[config.mk]
export PLATFORM = sky130hd
export DESIGN_NAME = status_event_reporting
export DESIGN_NICKNAME = d
export VERILOG_FILES = /design/src/status_pkg.sv /design/src/status_group.sv /design/src/status_event_reporting.sv
export SDC_FILE = /design/constraint.sdc
export NUM_CORES = 1
export LEC_CHECK = 0
export BUFFER_PORTS_ARGS = -buffer_cell sky130_fd_sc_hd__buf_4
export CAP_MARGIN = 5
export CORE_ASPECT_RATIO = 1.4
export CORE_MARGIN = 10
export CORE_UTILIZATION = 56
export DETAILED_ROUTE_END_ITERATION = 8
export PLACE_DENSITY = 0.79
export SYNTH_ARGS = -nofsm -noshare
export SYNTH_HDL_FRONTEND = slang
export SYNTH_SLANG_ARGS = --single-unit
[constraint.sdc]
create_clock -name sys_clk -period 4.6 [get_ports sys_clk]
set_input_delay 0.46 -clock sys_clk [delete_from_list [all_inputs] [get_ports sys_clk]]
set_output_delay 0.46 -clock sys_clk [all_outputs]
set_load 0.05 [all_outputs]
[src/status_pkg.sv]
// Package: widths, depths, command codes and reset values of the status block
package status_pkg;
   localparam int REG_W = 16;
   localparam int MSG_W = 16;
   localparam int Q_DEPTH = 8;
   localparam int Q_PTR_W = 3;
   localparam int LIST_DEPTH = 8;
   localparam int LIST_IDX_W = 3;
   localparam logic [REG_W-1:0] EVENT_RST = 16'h0000;
   localparam logic [REG_W-1:0] ENABLE_RST = 16'h0000;
   localparam logic [MSG_W-1:0] NO_MSG = 16'h0000;
   localparam logic [MSG_W-1:0] LIST_RST = 16'h0000;
   localparam logic [MSG_W-1:0] OVERFLOW_MSG = 16'hff9c;

   typedef enum logic [4:0] {
      CMD_NOP,
      CMD_RST,
      CMD_CLS,
      CMD_PRESET,
      CMD_OPER_EVENT_Q,
      CMD_OPER_ENABLE_W,
      CMD_OPER_ENABLE_Q,
      CMD_OPER_COND_Q,
      CMD_QUES_EVENT_Q,
      CMD_QUES_ENABLE_W,
      CMD_QUES_ENABLE_Q,
      CMD_QUES_COND_Q,
      CMD_QUEUE_NEXT_Q,
      CMD_QUEUE_ENABLE_W,
      CMD_QUEUE_ENABLE_Q,
      CMD_QUEUE_DISABLE_W,
      CMD_QUEUE_DISABLE_Q,
      CMD_QUEUE_CLEAR,
      CMD_SYS_ERROR_Q,
      CMD_SYS_CLEAR
   } status_cmd_t;
endpackage : status_pkg

[src/status_group.sv]
// One condition/event/enable register group with summary flag
`timescale 1ns/10ps
module status_group
   import status_pkg::*;
(
   input wire logic sys_clk, // System clock
   input wire logic sys_rst, // Power-up reset
   input wire logic [REG_W-1:0] cond, // Live condition bits
   input wire logic clr_event, // Clear event register
   input wire logic clr_enable, // Clear enable register
   input wire logic wr_enable, // Write enable register
   input wire logic [REG_W-1:0] wr_data, // Enable value
   output logic [REG_W-1:0] event_q, // Latched event bits
   output logic [REG_W-1:0] enable_q, // Enable bits
   output logic summary // OR of event AND enable
);
   logic [REG_W-1:0] cond_prev_r;
   logic [REG_W-1:0] rise;

   assign rise = cond & ~cond_prev_r;

   always_ff @(posedge sys_clk) begin
      if (sys_rst) begin
         cond_prev_r <= '0;
      end else begin
         cond_prev_r <= cond;
      end
   end

   // Set wins over clear
   always_ff @(posedge sys_clk) begin
      if (sys_rst) begin
         event_q <= EVENT_RST;
      end else if (clr_event) begin
         event_q <= rise;
      end else begin
         event_q <= event_q | rise;
      end
   end

   always_ff @(posedge sys_clk) begin
      if (sys_rst || clr_enable) begin
         enable_q <= ENABLE_RST;
      end else if (wr_enable) begin
         enable_q <= wr_data;
      end
   end

   assign summary = |(event_q & enable_q);
endmodule : status_group

[src/status_event_reporting.sv]
// Status reporting: operation/questionable groups, message queue and filters
// Contract
// - General reset command changes no status register, queue or filter list.
// - Event registers clear at power-up and clear-status, not on preset.
// - Enable registers clear at power-up and preset, not on clear-status.
// - Message queue empties at power-up and clear-status, kept on preset.
// - Queue filter lists reset only at power-up.
// - Event query returns current latched bits of each group.
// - Each group's enable register is writable by the host.
// - Each group's enable register is readable by the host.
// - Condition query returns present unlatched condition state.
// - Preset returns enable registers to defaults, clearing them; event registers keep their bits.
// - Next-message read returns oldest queue entry, first in first out.
// - Host sets list of message codes allowed into queue.
// - Host sets list of refused codes; that list reads back.
// - Queue clear command discards every queued message.
// - System error query returns oldest message and removes it.
`timescale 1ns/10ps
module status_event_reporting
   import status_pkg::*;
(
   input wire logic sys_clk, // System clock, 25 MHz
   input wire logic sys_rst, // Power-up reset, sync high
   input wire status_cmd_t cmd, // Host command code
   input wire logic cmd_valid, // Command strobe
   input wire logic [REG_W-1:0] cmd_data, // Enable value or list entry
   input wire logic [LIST_IDX_W-1:0] cmd_index, // List entry index
   input wire logic [REG_W-1:0] oper_cond, // Operation conditions
   input wire logic [REG_W-1:0] ques_cond, // Questionable conditions
   input wire logic msg_valid, // Message posting strobe
   input wire logic [MSG_W-1:0] msg_code, // Posted message code
   output logic [REG_W-1:0] resp_data, // Query answer
   output logic resp_valid, // Answer strobe
   output logic oper_summary, // Operation summary flag
   output logic ques_summary, // Questionable summary flag
   output logic queue_empty // Queue holds nothing
);
   logic go;
   logic clr_event;
   logic clr_enable;
   logic clr_queue;
   logic pop;
   logic push;
   logic allowed;
   logic blocked;
   logic en_any;
   logic [REG_W-1:0] oper_event;
   logic [REG_W-1:0] oper_enable;
   logic [REG_W-1:0] ques_event;
   logic [REG_W-1:0] ques_enable;
   logic [MSG_W-1:0] queue_r [Q_DEPTH];
   logic [MSG_W-1:0] en_list_r [LIST_DEPTH];
   logic [MSG_W-1:0] dis_list_r [LIST_DEPTH];
   logic [LIST_DEPTH-1:0] en_hit;
   logic [LIST_DEPTH-1:0] dis_hit;
   logic [Q_PTR_W-1:0] rd_ptr_r;
   logic [Q_PTR_W-1:0] wr_ptr_r;
   logic [Q_PTR_W:0] count_r;
   logic [Q_PTR_W:0] count_nxt;
   logic [MSG_W-1:0] head;
   logic full;

   // ------------------------------------------------------------
   // Command decode
   // ------------------------------------------------------------
   assign go = cmd_valid;
   // CMD_RST touches nothing here
   assign clr_event = go && (cmd == CMD_CLS);
   assign clr_enable = go && (cmd == CMD_PRESET);
   assign clr_queue = go && (cmd == CMD_CLS || cmd == CMD_QUEUE_CLEAR
                             || cmd == CMD_SYS_CLEAR);
   assign pop = go && !queue_empty && !clr_queue
                && (cmd == CMD_QUEUE_NEXT_Q || cmd == CMD_SYS_ERROR_Q);

   // ------------------------------------------------------------
   // Register groups
   // ------------------------------------------------------------
   status_group u_oper (
      .sys_clk(sys_clk),
      .sys_rst(sys_rst),
      .cond(oper_cond),
      .clr_event(clr_event),
      .clr_enable(clr_enable),
      .wr_enable(go && cmd == CMD_OPER_ENABLE_W),
      .wr_data(cmd_data),
      .event_q(oper_event),
      .enable_q(oper_enable),
      .summary(oper_summary)
   );

   status_group u_ques (
      .sys_clk(sys_clk),
      .sys_rst(sys_rst),
      .cond(ques_cond),
      .clr_event(clr_event),
      .clr_enable(clr_enable),
      .wr_enable(go && cmd == CMD_QUES_ENABLE_W),
      .wr_data(cmd_data),
      .event_q(ques_event),
      .enable_q(ques_enable),
      .summary(ques_summary)
   );

   // ------------------------------------------------------------
   // Message filter lists
   // ------------------------------------------------------------
   genvar gi;
   generate
      for (gi = 0; gi < LIST_DEPTH; gi++) begin : g_list
         assign en_hit[gi] = (en_list_r[gi] == msg_code);
         assign dis_hit[gi] = (dis_list_r[gi] == msg_code);

         always_ff @(posedge sys_clk) begin
            if (sys_rst) begin
               en_list_r[gi] <= LIST_RST;
               dis_list_r[gi] <= LIST_RST;
            end else if (go && cmd_index == LIST_IDX_W'(gi)) begin
               if (cmd == CMD_QUEUE_ENABLE_W) begin
                  en_list_r[gi] <= cmd_data;
               end
               if (cmd == CMD_QUEUE_DISABLE_W) begin
                  dis_list_r[gi] <= cmd_data;
               end
            end
         end
      end
   endgenerate

   // Empty enable list admits every code
   always_comb begin
      en_any = 1'b1;
      for (int i = 0; i < LIST_DEPTH; i++) begin
         if (en_list_r[i] != LIST_RST) begin
            en_any = 1'b0;
         end
      end
   end

   assign allowed = en_any || (|en_hit);
   assign blocked = |dis_hit;
   assign push = msg_valid && msg_code != NO_MSG && allowed && !blocked && !clr_queue;

   // ------------------------------------------------------------
   // Message queue
   // ------------------------------------------------------------
   assign queue_empty = (count_r == '0);
   assign full = (count_r == (Q_PTR_W+1)'(Q_DEPTH));
   assign head = queue_empty ? NO_MSG : queue_r[rd_ptr_r];

   always_comb begin
      count_nxt = count_r;
      if (push && !full) begin
         count_nxt = count_nxt + 1'b1;
      end
      if (pop) begin
         count_nxt = count_nxt - 1'b1;
      end
   end

   always_ff @(posedge sys_clk) begin
      if (sys_rst || clr_queue) begin
         rd_ptr_r <= '0;
         wr_ptr_r <= '0;
         count_r <= '0;
      end else begin
         if (push && !full) begin
            wr_ptr_r <= wr_ptr_r + 1'b1;
         end
         if (pop) begin
            rd_ptr_r <= rd_ptr_r + 1'b1;
         end
         count_r <= count_nxt;
      end
   end

   // The write that fills the queue stores an overflow mark in the last slot instead of the code; a full queue drops posts
   always_ff @(posedge sys_clk) begin
      if (push && !full) begin
         queue_r[wr_ptr_r] <= (count_r == (Q_PTR_W+1)'(Q_DEPTH-1)) ? OVERFLOW_MSG : msg_code;
      end
   end

   // ------------------------------------------------------------
   // Query answers
   // ------------------------------------------------------------
   always_ff @(posedge sys_clk) begin
      if (sys_rst) begin
         resp_valid <= 1'b0;
         resp_data <= '0;
      end else begin
         resp_valid <= 1'b0;
         if (go) begin
            unique case (cmd)
               CMD_OPER_EVENT_Q: begin
                  resp_data <= oper_event;
                  resp_valid <= 1'b1;
               end
               CMD_QUES_EVENT_Q: begin
                  resp_data <= ques_event;
                  resp_valid <= 1'b1;
               end
               CMD_OPER_ENABLE_Q: begin
                  resp_data <= oper_enable;
                  resp_valid <= 1'b1;
               end
               CMD_QUES_ENABLE_Q: begin
                  resp_data <= ques_enable;
                  resp_valid <= 1'b1;
               end
               CMD_OPER_COND_Q: begin
                  resp_data <= oper_cond;
                  resp_valid <= 1'b1;
               end
               CMD_QUES_COND_Q: begin
                  resp_data <= ques_cond;
                  resp_valid <= 1'b1;
               end
               CMD_QUEUE_NEXT_Q, CMD_SYS_ERROR_Q: begin
                  resp_data <= head;
                  resp_valid <= 1'b1;
               end
               CMD_QUEUE_ENABLE_Q: begin
                  resp_data <= en_list_r[cmd_index];
                  resp_valid <= 1'b1;
               end
               CMD_QUEUE_DISABLE_Q: begin
                  resp_data <= dis_list_r[cmd_index];
                  resp_valid <= 1'b1;
               end
               default: begin
                  resp_valid <= 1'b0;
               end
            endcase
         end
      end
   end
endmodule : status_event_reporting

* Yosys cells after proc, flatten, opt, wreduce, memory -nomap -nowiden
Memories as Yosys holds them, arrays and structs flattened. A register that Yosys moved wholly into a read port is not among the register bits.
Index checks and enable logic that the tools add are counted.
** Operators by class
- $lt $le $gt $ge :: 0
- Bitwise operators :: 25
- $mul :: 0
- Shift-type cells :: 0
- Multiplexer cells :: 88
- Add/sub/neg operators :: 4
- Eq/ne operators :: 43
- Div/mod/pow operators :: 0
- Reductions and logical operators :: 51
** Operators by type and width (number)
- 16-bit two-way mux :: 20
- 16-bit == test :: 16
- 16-bit one-hot mux with 9 select lines :: 1
- 16-bit nonzero test :: 9
- 16-bit AND :: 4
- 1-bit two-way mux :: 63
- 5-bit by 4-bit == test with 1-bit output, second input constant :: 8
- 16-bit NOT :: 2
- 16-bit bitwise OR :: 2
- 16-bit OR reduction :: 2
- 1-bit logical AND :: 21
- 5-bit by 3-bit == test with 1-bit output, second input constant :: 4
- 5-bit == test, second input constant :: 4
- 1-bit bitwise OR :: 16
- 8-bit OR reduction :: 2
- 3-bit == test, second input constant :: 4
- 5-bit by 2-bit == test with 1-bit output, second input constant :: 2
- 10-bit OR reduction :: 1
- 9-bit nonzero test :: 1
- 4-bit two-way mux :: 2
- 3-bit by 1-bit adder with 3-bit output, second input constant :: 2
- 3-bit by 2-bit == test with 1-bit output, second input constant :: 2
- 1-bit logical OR :: 6
- 3-bit two-way mux :: 2
- 11 further kinds :: 15
** Storage, ports and cells
- Input bits :: 76
- Bits in read-only memories :: 0
- Output and inout port bits :: 20
- Memories kept :: 3
- Register bits after elaboration :: 123
- Latch bits :: 0
- Logic and storage cells :: 225
- RAM bits :: 384
** Memory list
- dis_list_r :: depth 8, bits a word 16, rd ports 9, clocked after memory_dff 0, wr ports 8, line status_event_reporting.sv:53 : logic [MSG_W-1:0] dis_list_r [LIST_DEPTH];
- en_list_r :: depth 8, bits a word 16, rd ports 9, clocked after memory_dff 0, wr ports 8, line status_event_reporting.sv:52 : logic [MSG_W-1:0] en_list_r [LIST_DEPTH];
- queue_r :: depth 8, bits a word 16, rd ports 1, clocked after memory_dff 1, wr ports 1, line status_event_reporting.sv:51 : logic [MSG_W-1:0] queue_r [Q_DEPTH];

* Logic depth before layout (Yosys ltp)
Gate-level depths: netlist of the first run.
- Depth after elaboration :: 17
- Mapped depth :: 15

* Hierarchy
Synthesis of the first run repeated with hierarchy kept, for this count alone.
** Second synthesis, totals
- Cells, all modules :: 1967
- Area, all modules :: 25906.1 µm²
** Modules (own cells, without submodules)
- status_event_reporting :: cells an instance 1643, area each 22462.8 µm², times used 1, seq. area each 12131.6 µm²
- status_group :: cells an instance 162, area each 1721.7 µm², times used 2, seq. area each 960.9 µm²

* Worst setup path after synthesis of the first run
OpenSTA, ideal clock, no wires.
- Kind :: input port to flip-flop
- Start point :: input msg_code[8]
- End point :: memory queue_r[1][0], enable pin
- Data arrival time :: 3.223 ns
- Stages on the path :: 10
- Buffers on the path :: 3
- Required time :: 4.170 ns
- Slack :: 0.947 ns
- Setup time :: 0.430 ns
- Path through :: buf_6 buf_12 xnor2_2 nand4_1 nor4_1 a211oi_1 nand4_1 nand2_2 buf_6 nor4_1
** Between the ends
- Longest elaborated chain between the ends :: 9
** RTL lines
- from (decl) :: line status_event_reporting.sv:31 : input wire logic [MSG_W-1:0] msg_code,
- 16-bit == test :: line status_event_reporting.sv:110 : assign en_hit[gi] = (en_list_r[gi] == msg_code);
- 8-bit OR reduction :: line status_event_reporting.sv:139 : assign allowed = en_any || (|en_hit);
- 1-bit logical OR :: line status_event_reporting.sv:139
- 1-bit logical AND :: line status_event_reporting.sv:141 : assign push = msg_valid && msg_code != NO_MSG && allowed && !blocked && !clr_queue;
- 1-bit logical AND * (2 in a row) :: line status_event_reporting.sv:141
- 1-bit logical AND * :: line status_event_reporting.sv:178 : if (push && !full) begin
- 1-bit two-way mux * :: line status_event_reporting.sv:178
- 1-bit two-way mux * :: line status_event_reporting.sv:179 : queue_r[wr_ptr_r] <= (count_r == (Q_PTR_W+1)'(Q_DEPTH-1)) ? OVERFLOW_MSG : msg_code;
- to (decl) :: line status_event_reporting.sv:51
Mark *: on every way between the ends. The rest lies on a longest branch, timed or not.

==> flow_metrics.py, run 1 <==
metrics = {
    "grt": {
        "grt_pass1_wl_um": 120000,
        "grt_usage_pct": 31.0,
        "grt_pass1_vias": 17600,
        "grt_max_degree": 71,
        "grt_overflow": 0,
        "antenna_found_initial": 3,
    },
    "sta": {
        "timing.final.hold_violations": 0,
        "finClkSkew_ps": 16.0,
        "period_share_pct": 80.6,
        "tns_ps": 0,
        "tightest_slew_ps": 1210,
        "rsz0062_at_grt": "no",
        "period_needed_ps": 3710,
        "fin_ws_ps": 891,
        "drv_slew": 0,
        "setup_violations": 0,
        "slew_headroom_pct": 18.7,
        "maxClockFrequency_ghz": 0.270,
    },
    "detailed_routing": {
        "firstDrtPassIters": 9,
        "drt-total-wl_um": 84000,
        "vias_per_cell": 6.63,
        "detail_route.wl_per_cell_um": 32.3,
        "vias": 17200,
        "remaining_drc_errors": 2,
        "ant_nets": 0,
        "drt_first_iter_violations": 2303,
    },
    "clock_network": {
        "postCtsHoldBufs": 0,
        "clock_sinks": 510,
        "post-cts-setup-buffers": 0,
        "worstSkewPairLatency_ps": 610,
        "htreeDepth": 2,
        "postCtsResizedCells": 0,
        "cts_tree": "built",
        "cts_buffers": 48,
        "cts_buffer_depth": 3,
        "path_clk_slew_ps": 70,
        "cts-root-buf": "clkbuf_16",
    },
    "synth": {
        "synth.yosys.seq_area_share_pct": 55.6,
        "syn_nets": 2034,
        "synth_warnings": 0,
        "syn_area_per_cell_um2": 13.0,
        "synth_cells": 1953,
        "async_flop_share_pct": 0,
        "syn_area_um2": 25300,
        "ys_types": 59,
        "synth_seq_cells": 510,
        "synth_edf_count": 384,
        "synthFlopType": "edfxtp_1",
        "synth_top_cell_by_area": "edfxtp_1",
        "netlist.area_leader.share_pct": 45.6,
        "synth.area.top_cells": "edfxtp_1, dfxtp_1, mux4_2",
    },
    "layout": {
        "fin_util_pct": 62.0,
        "drive_gt1_share_pct": 17.2,
        "area_growth_syn_to_layout_pct": 10.1,
        "final_cell_count_no_fill": 2600,
        "fin_nets": 2074,
    },
    "placed_design": {
        "io_buffer_count": 95,
        "gp_congestion": 1.08,
        "place_ws_ps": 841,
        "dp.cells": 2507,
        "post-dp-hpwl_um": 58000,
    },
    "worst_setup_path": {
        "worstPathRequired_ps": 4910,
        "crit_fanout": 12,
        "endpoint_kind": "flip-flop",
        "worstSetupStartpointType": "flip-flop",
        "critPathKind": "flip-flop to flip-flop",
        "arrival_ps": 4020,
    },
    "status": {
        "violations": "DRC",
        "status": "finished, violations left",
    },
    "floorplan": {
        "die-area_um2": 54200,
        "die_w_um": 200,
        "die_h_um": 271,
        "num_rows": 92,
        "start_util_pct": 56.3,
        "ios": 96,
        "core-area_um2": 44900,
    },
    "min_path": {
        "hold_path.class": "primary input to flip-flop",
    },
    "pwr": {
        "p_leak_nw": 9.63,
        "vdd.ir_drop.worst_uv": 281,
        "pwr_density_cell_nw_per_um2": 377,
    },
    "job": {
        "cap_violations": 0,
    },
}
==> registers in the layout, summed over array words and instances, names as in the netlist, named ones only <==
| register | count |
|---|---|
| count_r | 4 |
| dis_list_r | 128 |
| resp_data | 16 |
| resp_valid | 1 |
| u_oper.cond_prev_r | 16 |
| u_ques.cond_prev_r | 16 |
| wr_ptr_r | 3 |
| u_oper.event_q | 16 |
| u_oper.enable_q | 16 |
| rd_ptr_r | 3 |
| en_list_r | 128 |
| u_ques.enable_q | 16 |
| queue_r | 128 |
| u_ques.event_q | 16 |
==> cell families after synthesis <==
logic type,count (synthesis),synth area share [%]
buf+inv,171,3.66
flops,510,55.6
fa+ha+maj,5,0.247
mux,146,10.7
compound gates,179,5.49
xor+xnor,264,9.23
simple gates,678,15.1
==> cell usage after synthesis, drive strengths merged (2+ instances only) <==
| cell | instances |
|---|---|
| nor2 | 71 |
| a22oi | 17 |
| inv | 36 |
| nor4 | 86 |
| xnor2 | 101 |
| nand4 | 49 |
| and3b | 4 |
| a31o | 3 |
| a222oi | 29 |
| a221oi | 9 |
| o21bai | 8 |
| edfxtp | 384 |
| nand3b | 2 |
| nand3 | 9 |
| and2 | 264 |
| mux4 | 96 |
| clkbuf | 79 |
| a22o | 40 |
| ha | 5 |
| nor2b | 38 |
| nor3b | 6 |
| buf | 56 |
| or2 | 2 |
| mux2 | 31 |
| a21o | 6 |
| a21oi | 39 |
| o22ai | 2 |
| xor2 | 163 |
| a211oi | 15 |
| nand2b | 17 |
| or3 | 2 |
| dfxtp | 126 |
| nand2 | 103 |
| o21a | 2 |
| nor3 | 20 |
| o21ai | 2 |
| and3 | 4 |
| mux2i | 19 |
==> power by group <==
| part | switching [mW] | internal [mW] | total (mW) |
|---|---|---|---|
| logic | 0.644 | 0.378 | 1.02 |
| registers | 0.194 | 5.12 | 5.31 |
| clock network | 1.79 | 2.39 | 4.18 |
| total | 2.63 | 7.88 | 10.5 |
==> metrics by stage <==
| step | power, mW | hold slack [ps] | cell area, um^2 |
|---|---|---|---|
| detailed placement | 6.39 | 456 | 26200 |
| CTS | 10.5 | 118 | 27800 |
| global route | 10.7 | 137 | 27800 |
| global placement | 6.38 | 452 | 26200 |
| floorplan | 5.95 | 446 | 25300 |
| finish | 10.5 | 135 | 27900 |
==> cell usage in the layout (no fill, tap or decap), types with 17 or more instances in the layout <==
master,instances
xnor2_1,98
mux2i_1,18
nand4_1,49
a22oi_1,17
buf_4,125
a222oi_1,29
nor2b_1,38
a22o_1,40
and2_1,263
xor2_1,163
nor2_1,71
a21oi_1,39
nand2_1,102
mux4_2,96
inv_1,36
mux2_2,30
edfxtp_1,384
dfxtp_1,125
nor4_1,85
nand2b_1,17
clkbuf_16,49
==> metal layers <==
metal,GRT usage (%),up-vias,part of all wire [%]
met5,0,-,0.017
met4,20.9,2,7.8
met3,5.93,313,9.3
met2,51.5,1169,49
met1,35.6,8476,34
li1,-,7280,-
==> worst max-delay path, cell delays in order, from the launching register on <==
cell	delay, ps
edfxtp_1	480
xnor2_1	290
nand4_1	160
nor4_1	860
nor4_1	140
nand4_1	310
nand2_2	270
nor2_1	190
and3b_1	440
buf_4	260
==> worst paths after layout <==
check	from	slack, ps	cells past startpoint	endpoint
hold reg to reg	u_ques.cond_prev_r[8]	470	2	u_ques.event_q[8]
hold / removal	oper_cond[12]	130	2	u_oper.cond_prev_r[12]
setup reg to reg	en_list_r[0][3]	890	9	queue_r[3][2]
setup / recovery	en_list_r[0][3]	890	9	queue_r[3][2]
==> layout make-up <==
type / instances / area (um^2)
Tap cell: 564 / 706
Timing Repair Buffer: 125 / 938
Clock inverter: 32 / 384
Antenna cell: 4 / 10.0
Clock buffer: 57 / 1270
Multi-Input combinational cell: 1272 / 10400
Fill cell: 3406 / 17000
Sequential cell: 510 / 14100
Inverter: 36 / 135
(Power assumes the default switching activity.)
==> run 2, diff against run 1 <==
--- a/config.mk
+++ b/config.mk
@@ -5,13 +5,14 @@
 export SDC_FILE = /design/constraint.sdc
 export NUM_CORES = 1
 export LEC_CHECK = 0
+export ABC_AREA = 1
 export BUFFER_PORTS_ARGS = -buffer_cell sky130_fd_sc_hd__buf_4
 export CAP_MARGIN = 5
 export CORE_ASPECT_RATIO = 1.4
 export CORE_MARGIN = 10
 export CORE_UTILIZATION = 56
 export DETAILED_ROUTE_END_ITERATION = 8
-export PLACE_DENSITY = 0.79
+export PLACE_DENSITY = 0.82
 export SYNTH_ARGS = -nofsm -noshare
 export SYNTH_HDL_FRONTEND = slang
 export SYNTH_SLANG_ARGS = --single-unit
==> constraint.sdc (replaced) <==
create_clock -name sys_clk -period 3.3 [get_ports sys_clk]
set_input_delay 0.33 -clock sys_clk [delete_from_list [all_inputs] [get_ports sys_clk]]
set_output_delay 0.33 -clock sys_clk [all_outputs]
set_load 0.05 [all_outputs]
==> flow_metrics.py, run 2 <==
metrics = {
    "clock_network": {
        "path_clk_slew_ps": 70,
        "worstSkewPairLatency_ps": 590,
        "cts_tree": "built",
        "postCtsHoldBufs": 24,
        "clock_sinks": 510,
        "htreeDepth": 2,
        "cts-root-buf": "clkbuf_16",
        "cts_buffer_depth": 3,
        "postCtsResizedCells": 0,
        "cts_buffers": 48,
        "post-cts-setup-buffers": 0,
    },
    "sta": {
        "hold_ws_ps": 11.5,
        "drv_slew": 0,
        "tightest_slew_ps": 1190,
        "finClkSkew_ps": 24.5,
        "rsz0062_at_grt": "no",
        "maxClockFrequency_ghz": 0.352,
        "slew_headroom_pct": 20.7,
        "period_share_pct": 86.1,
        "setup_violations": 0,
        "tns_ps": 0,
        "period_needed_ps": 2840,
        "timing.final.hold_violations": 0,
    },
    "min_path": {
        "hold_path.class": "primary input to flip-flop",
    },
    "worst_setup_path": {
        "crit_fanout": 16,
        "r2r_cells": 13,
        "worstSetupStartpointType": "flip-flop",
        "arrival_ps": 3110,
        "endpoint_kind": "flip-flop",
        "r2r-start": "en_list_r[3][9]",
        "crit_end": "queue_r[6][5]",
        "r2r_slack_ps": 460,
        "startpoint": "en_list_r[3][9]",
        "crit_top_cell": "nand2_1",
        "cpPeakStageDelay_ps": 390,
        "crit_chain": "inv_1 -> nand2_1 -> nor3_1 -> nand2_1 -> nor2_1 -> nand2_1 -> nor2_1 -> nand2_1 -> nand3_2 -> nand2_4 -> or2_4 -> nor3_2 -> buf_4",
        "worstReg2RegEnd": "queue_r[6][5]",
        "critPathKind": "flip-flop to flip-flop",
        "worstPathRequired_ps": 3570,
        "slowest_stage": "edfxtp_1",
    },
    "synth": {
        "syn_nets": 3189,
        "synth_top_cell_by_area": "edfxtp_1",
        "async_flop_share_pct": 0,
        "ys_types": 50,
        "synth.area.top_cells": "edfxtp_1, nand2_1, dfxtp_1",
        "netlist.area_leader.share_pct": 44.1,
        "synth.yosys.seq_area_share_pct": 53.7,
        "synth_cells": 3108,
        "syn_area_um2": 26200,
        "synth_edf_count": 384,
        "syn_area_per_cell_um2": 8.42,
        "post-synth-top-count-cell": "nand2_1",
        "synthTopCellsByCount": "nand2_1, nor2_1, edfxtp_1",
        "synth_seq_cells": 510,
        "synthFlopType": "edfxtp_1",
        "synth_warnings": 0,
    },
    "pwr": {
        "p_sw_mw": 3.76,
        "p_leak_nw": 12.2,
        "pwr-share-comb_pct": 10.3,
        "pwr_density_cell_nw_per_um2": 506,
        "swShare_pct": 25.4,
        "vdd.ir_drop.worst_uv": 392,
        "p_int_mw": 11.1,
        "p_seq_share_pct": 49.3,
        "pwr-share-clk_pct": 40.4,
    },
    "detailed_routing": {
        "ant_nets": 0,
        "vias": 23600,
        "detail_route.wl_per_cell_um": 23.8,
        "remaining_drc_errors": 0,
        "firstDrtPassIters": 8,
        "vias_per_cell": 6.17,
        "drt_first_iter_violations": 3366,
        "drt-total-wl_um": 91300,
    },
    "grt": {
        "grt_pass1_wl_um": 136000,
        "grt_pass1_vias": 22700,
        "grt_overflow": 0,
        "grt_usage_pct": 32.0,
        "grt_max_degree": 83,
        "antenna_found_initial": 0,
    },
    "layout": {
        "fin_nets": 3255,
        "mostFrequentLayoutCells": "nand2_1, nor2_1, edfxtp_1",
        "drive_gt1_share_pct": 8.81,
        "top_regs": "dis_list_r (128), en_list_r (128), queue_r (128)",
        "area_growth_syn_to_layout_pct": 11.8,
        "layout_commonest_cell": "nand2_1",
    },
    "placed_design": {
        "post-dp-hpwl_um": 62900,
        "io_buffer_count": 95,
        "gp_congestion": 1.08,
    },
    "floorplan": {
        "die_h_um": 276,
        "die_w_um": 203,
        "core-area_um2": 46100,
        "ios": 96,
        "die-area_um2": 55900,
        "start_util_pct": 56.8,
        "num_rows": 93,
    },
    "job": {
        "cap_violations": 0,
    },
    "status": {
        "status": "finished clean",
    },
}
==> run 2: final cells by class <==
class | count | area, um^2
well taps | 617 | 772
multi-input cells | 2111 | 10100
repair buffers | 182 | 1450
flip-flops and latches | 510 | 14100
diodes | 1 | 2.50
inverters | 321 | 1210
fillers | 3785 | 16800
clock buffers | 63 | 1410
clock inverters | 25 | 293
==> run 2: power groups by stage <==
stage               combinational, mW  clock, mW  sequential [mW]
floorplan                       0.924          0             7.40
global placement                 1.39          0             7.42
detailed placement               1.42          0             7.43
CTS                              1.46       5.97             7.29
global route                     1.62       6.21             7.32
finish                           1.52       5.99             7.31
==> run 2: worst min-delay path by stage <==
stage	endpoint	slack, ps	depth (start not counted)	startpoint
after floorplan	flip-flop	430	2	rd_ptr_r[2]
after global placement	flip-flop	450	2	rd_ptr_r[2]
after detailed placement	resp_data[0]	460	2	resp_data[0]
after CTS	u_ques.cond_prev_r[3]	2	3	ques_cond[3]
after global routing	u_ques.cond_prev_r[3]	30	3	ques_cond[3]
final	u_ques.cond_prev_r[10]	10	3	ques_cond[10]
==> run 2: through the flow <==
| step | power, mW | utilization [%] | instances | setup slack (ps) | area, um^2 |
|---|---|---|---|---|---|
| after floorplan | 8.32 | - | 3108 | 140 | 26200 |
| after global placement | 8.81 | 59.3 | 3717 | 415 | 27300 |
| after detailed placement | 8.85 | 59.3 | 3717 | 383 | 27300 |
| after CTS | 14.7 | 63.5 | 3829 | 560 | 29300 |
| after global routing | 15.2 | 63.5 | 3829 | 274 | 29300 |
| final | 14.8 | 63.5 | 3830 | 459 | 29300 |
==> run 2: kinds of logic after synthesis <==
family	share of synthesized area (%)
compound gates	10.1
xor+xnor	3.28
fa+ha+maj	0.239
buf+inv	8.00
flops	53.7
mux	0.880
simple gates	23.8
==> run 2: per-layer routing <==
layer / global-route usage [%] / up-vias / wire length, um
li1: - / 10400 / -
met1: 35.6 / 11000 / 29800
met2: 53.8 / 1816 / 43400
met3: 6.20 / 460 / 10200
met4: 24.3 / 0 / 7870
met5: 0 / - / 0
==> run 2: worst max-delay path: cells and delay by family (launching register included) <==
kind,cells,cell delay (ps)
and+or+nand+nor,11,1660
DFF,1,390
buffers and inverters,2,420
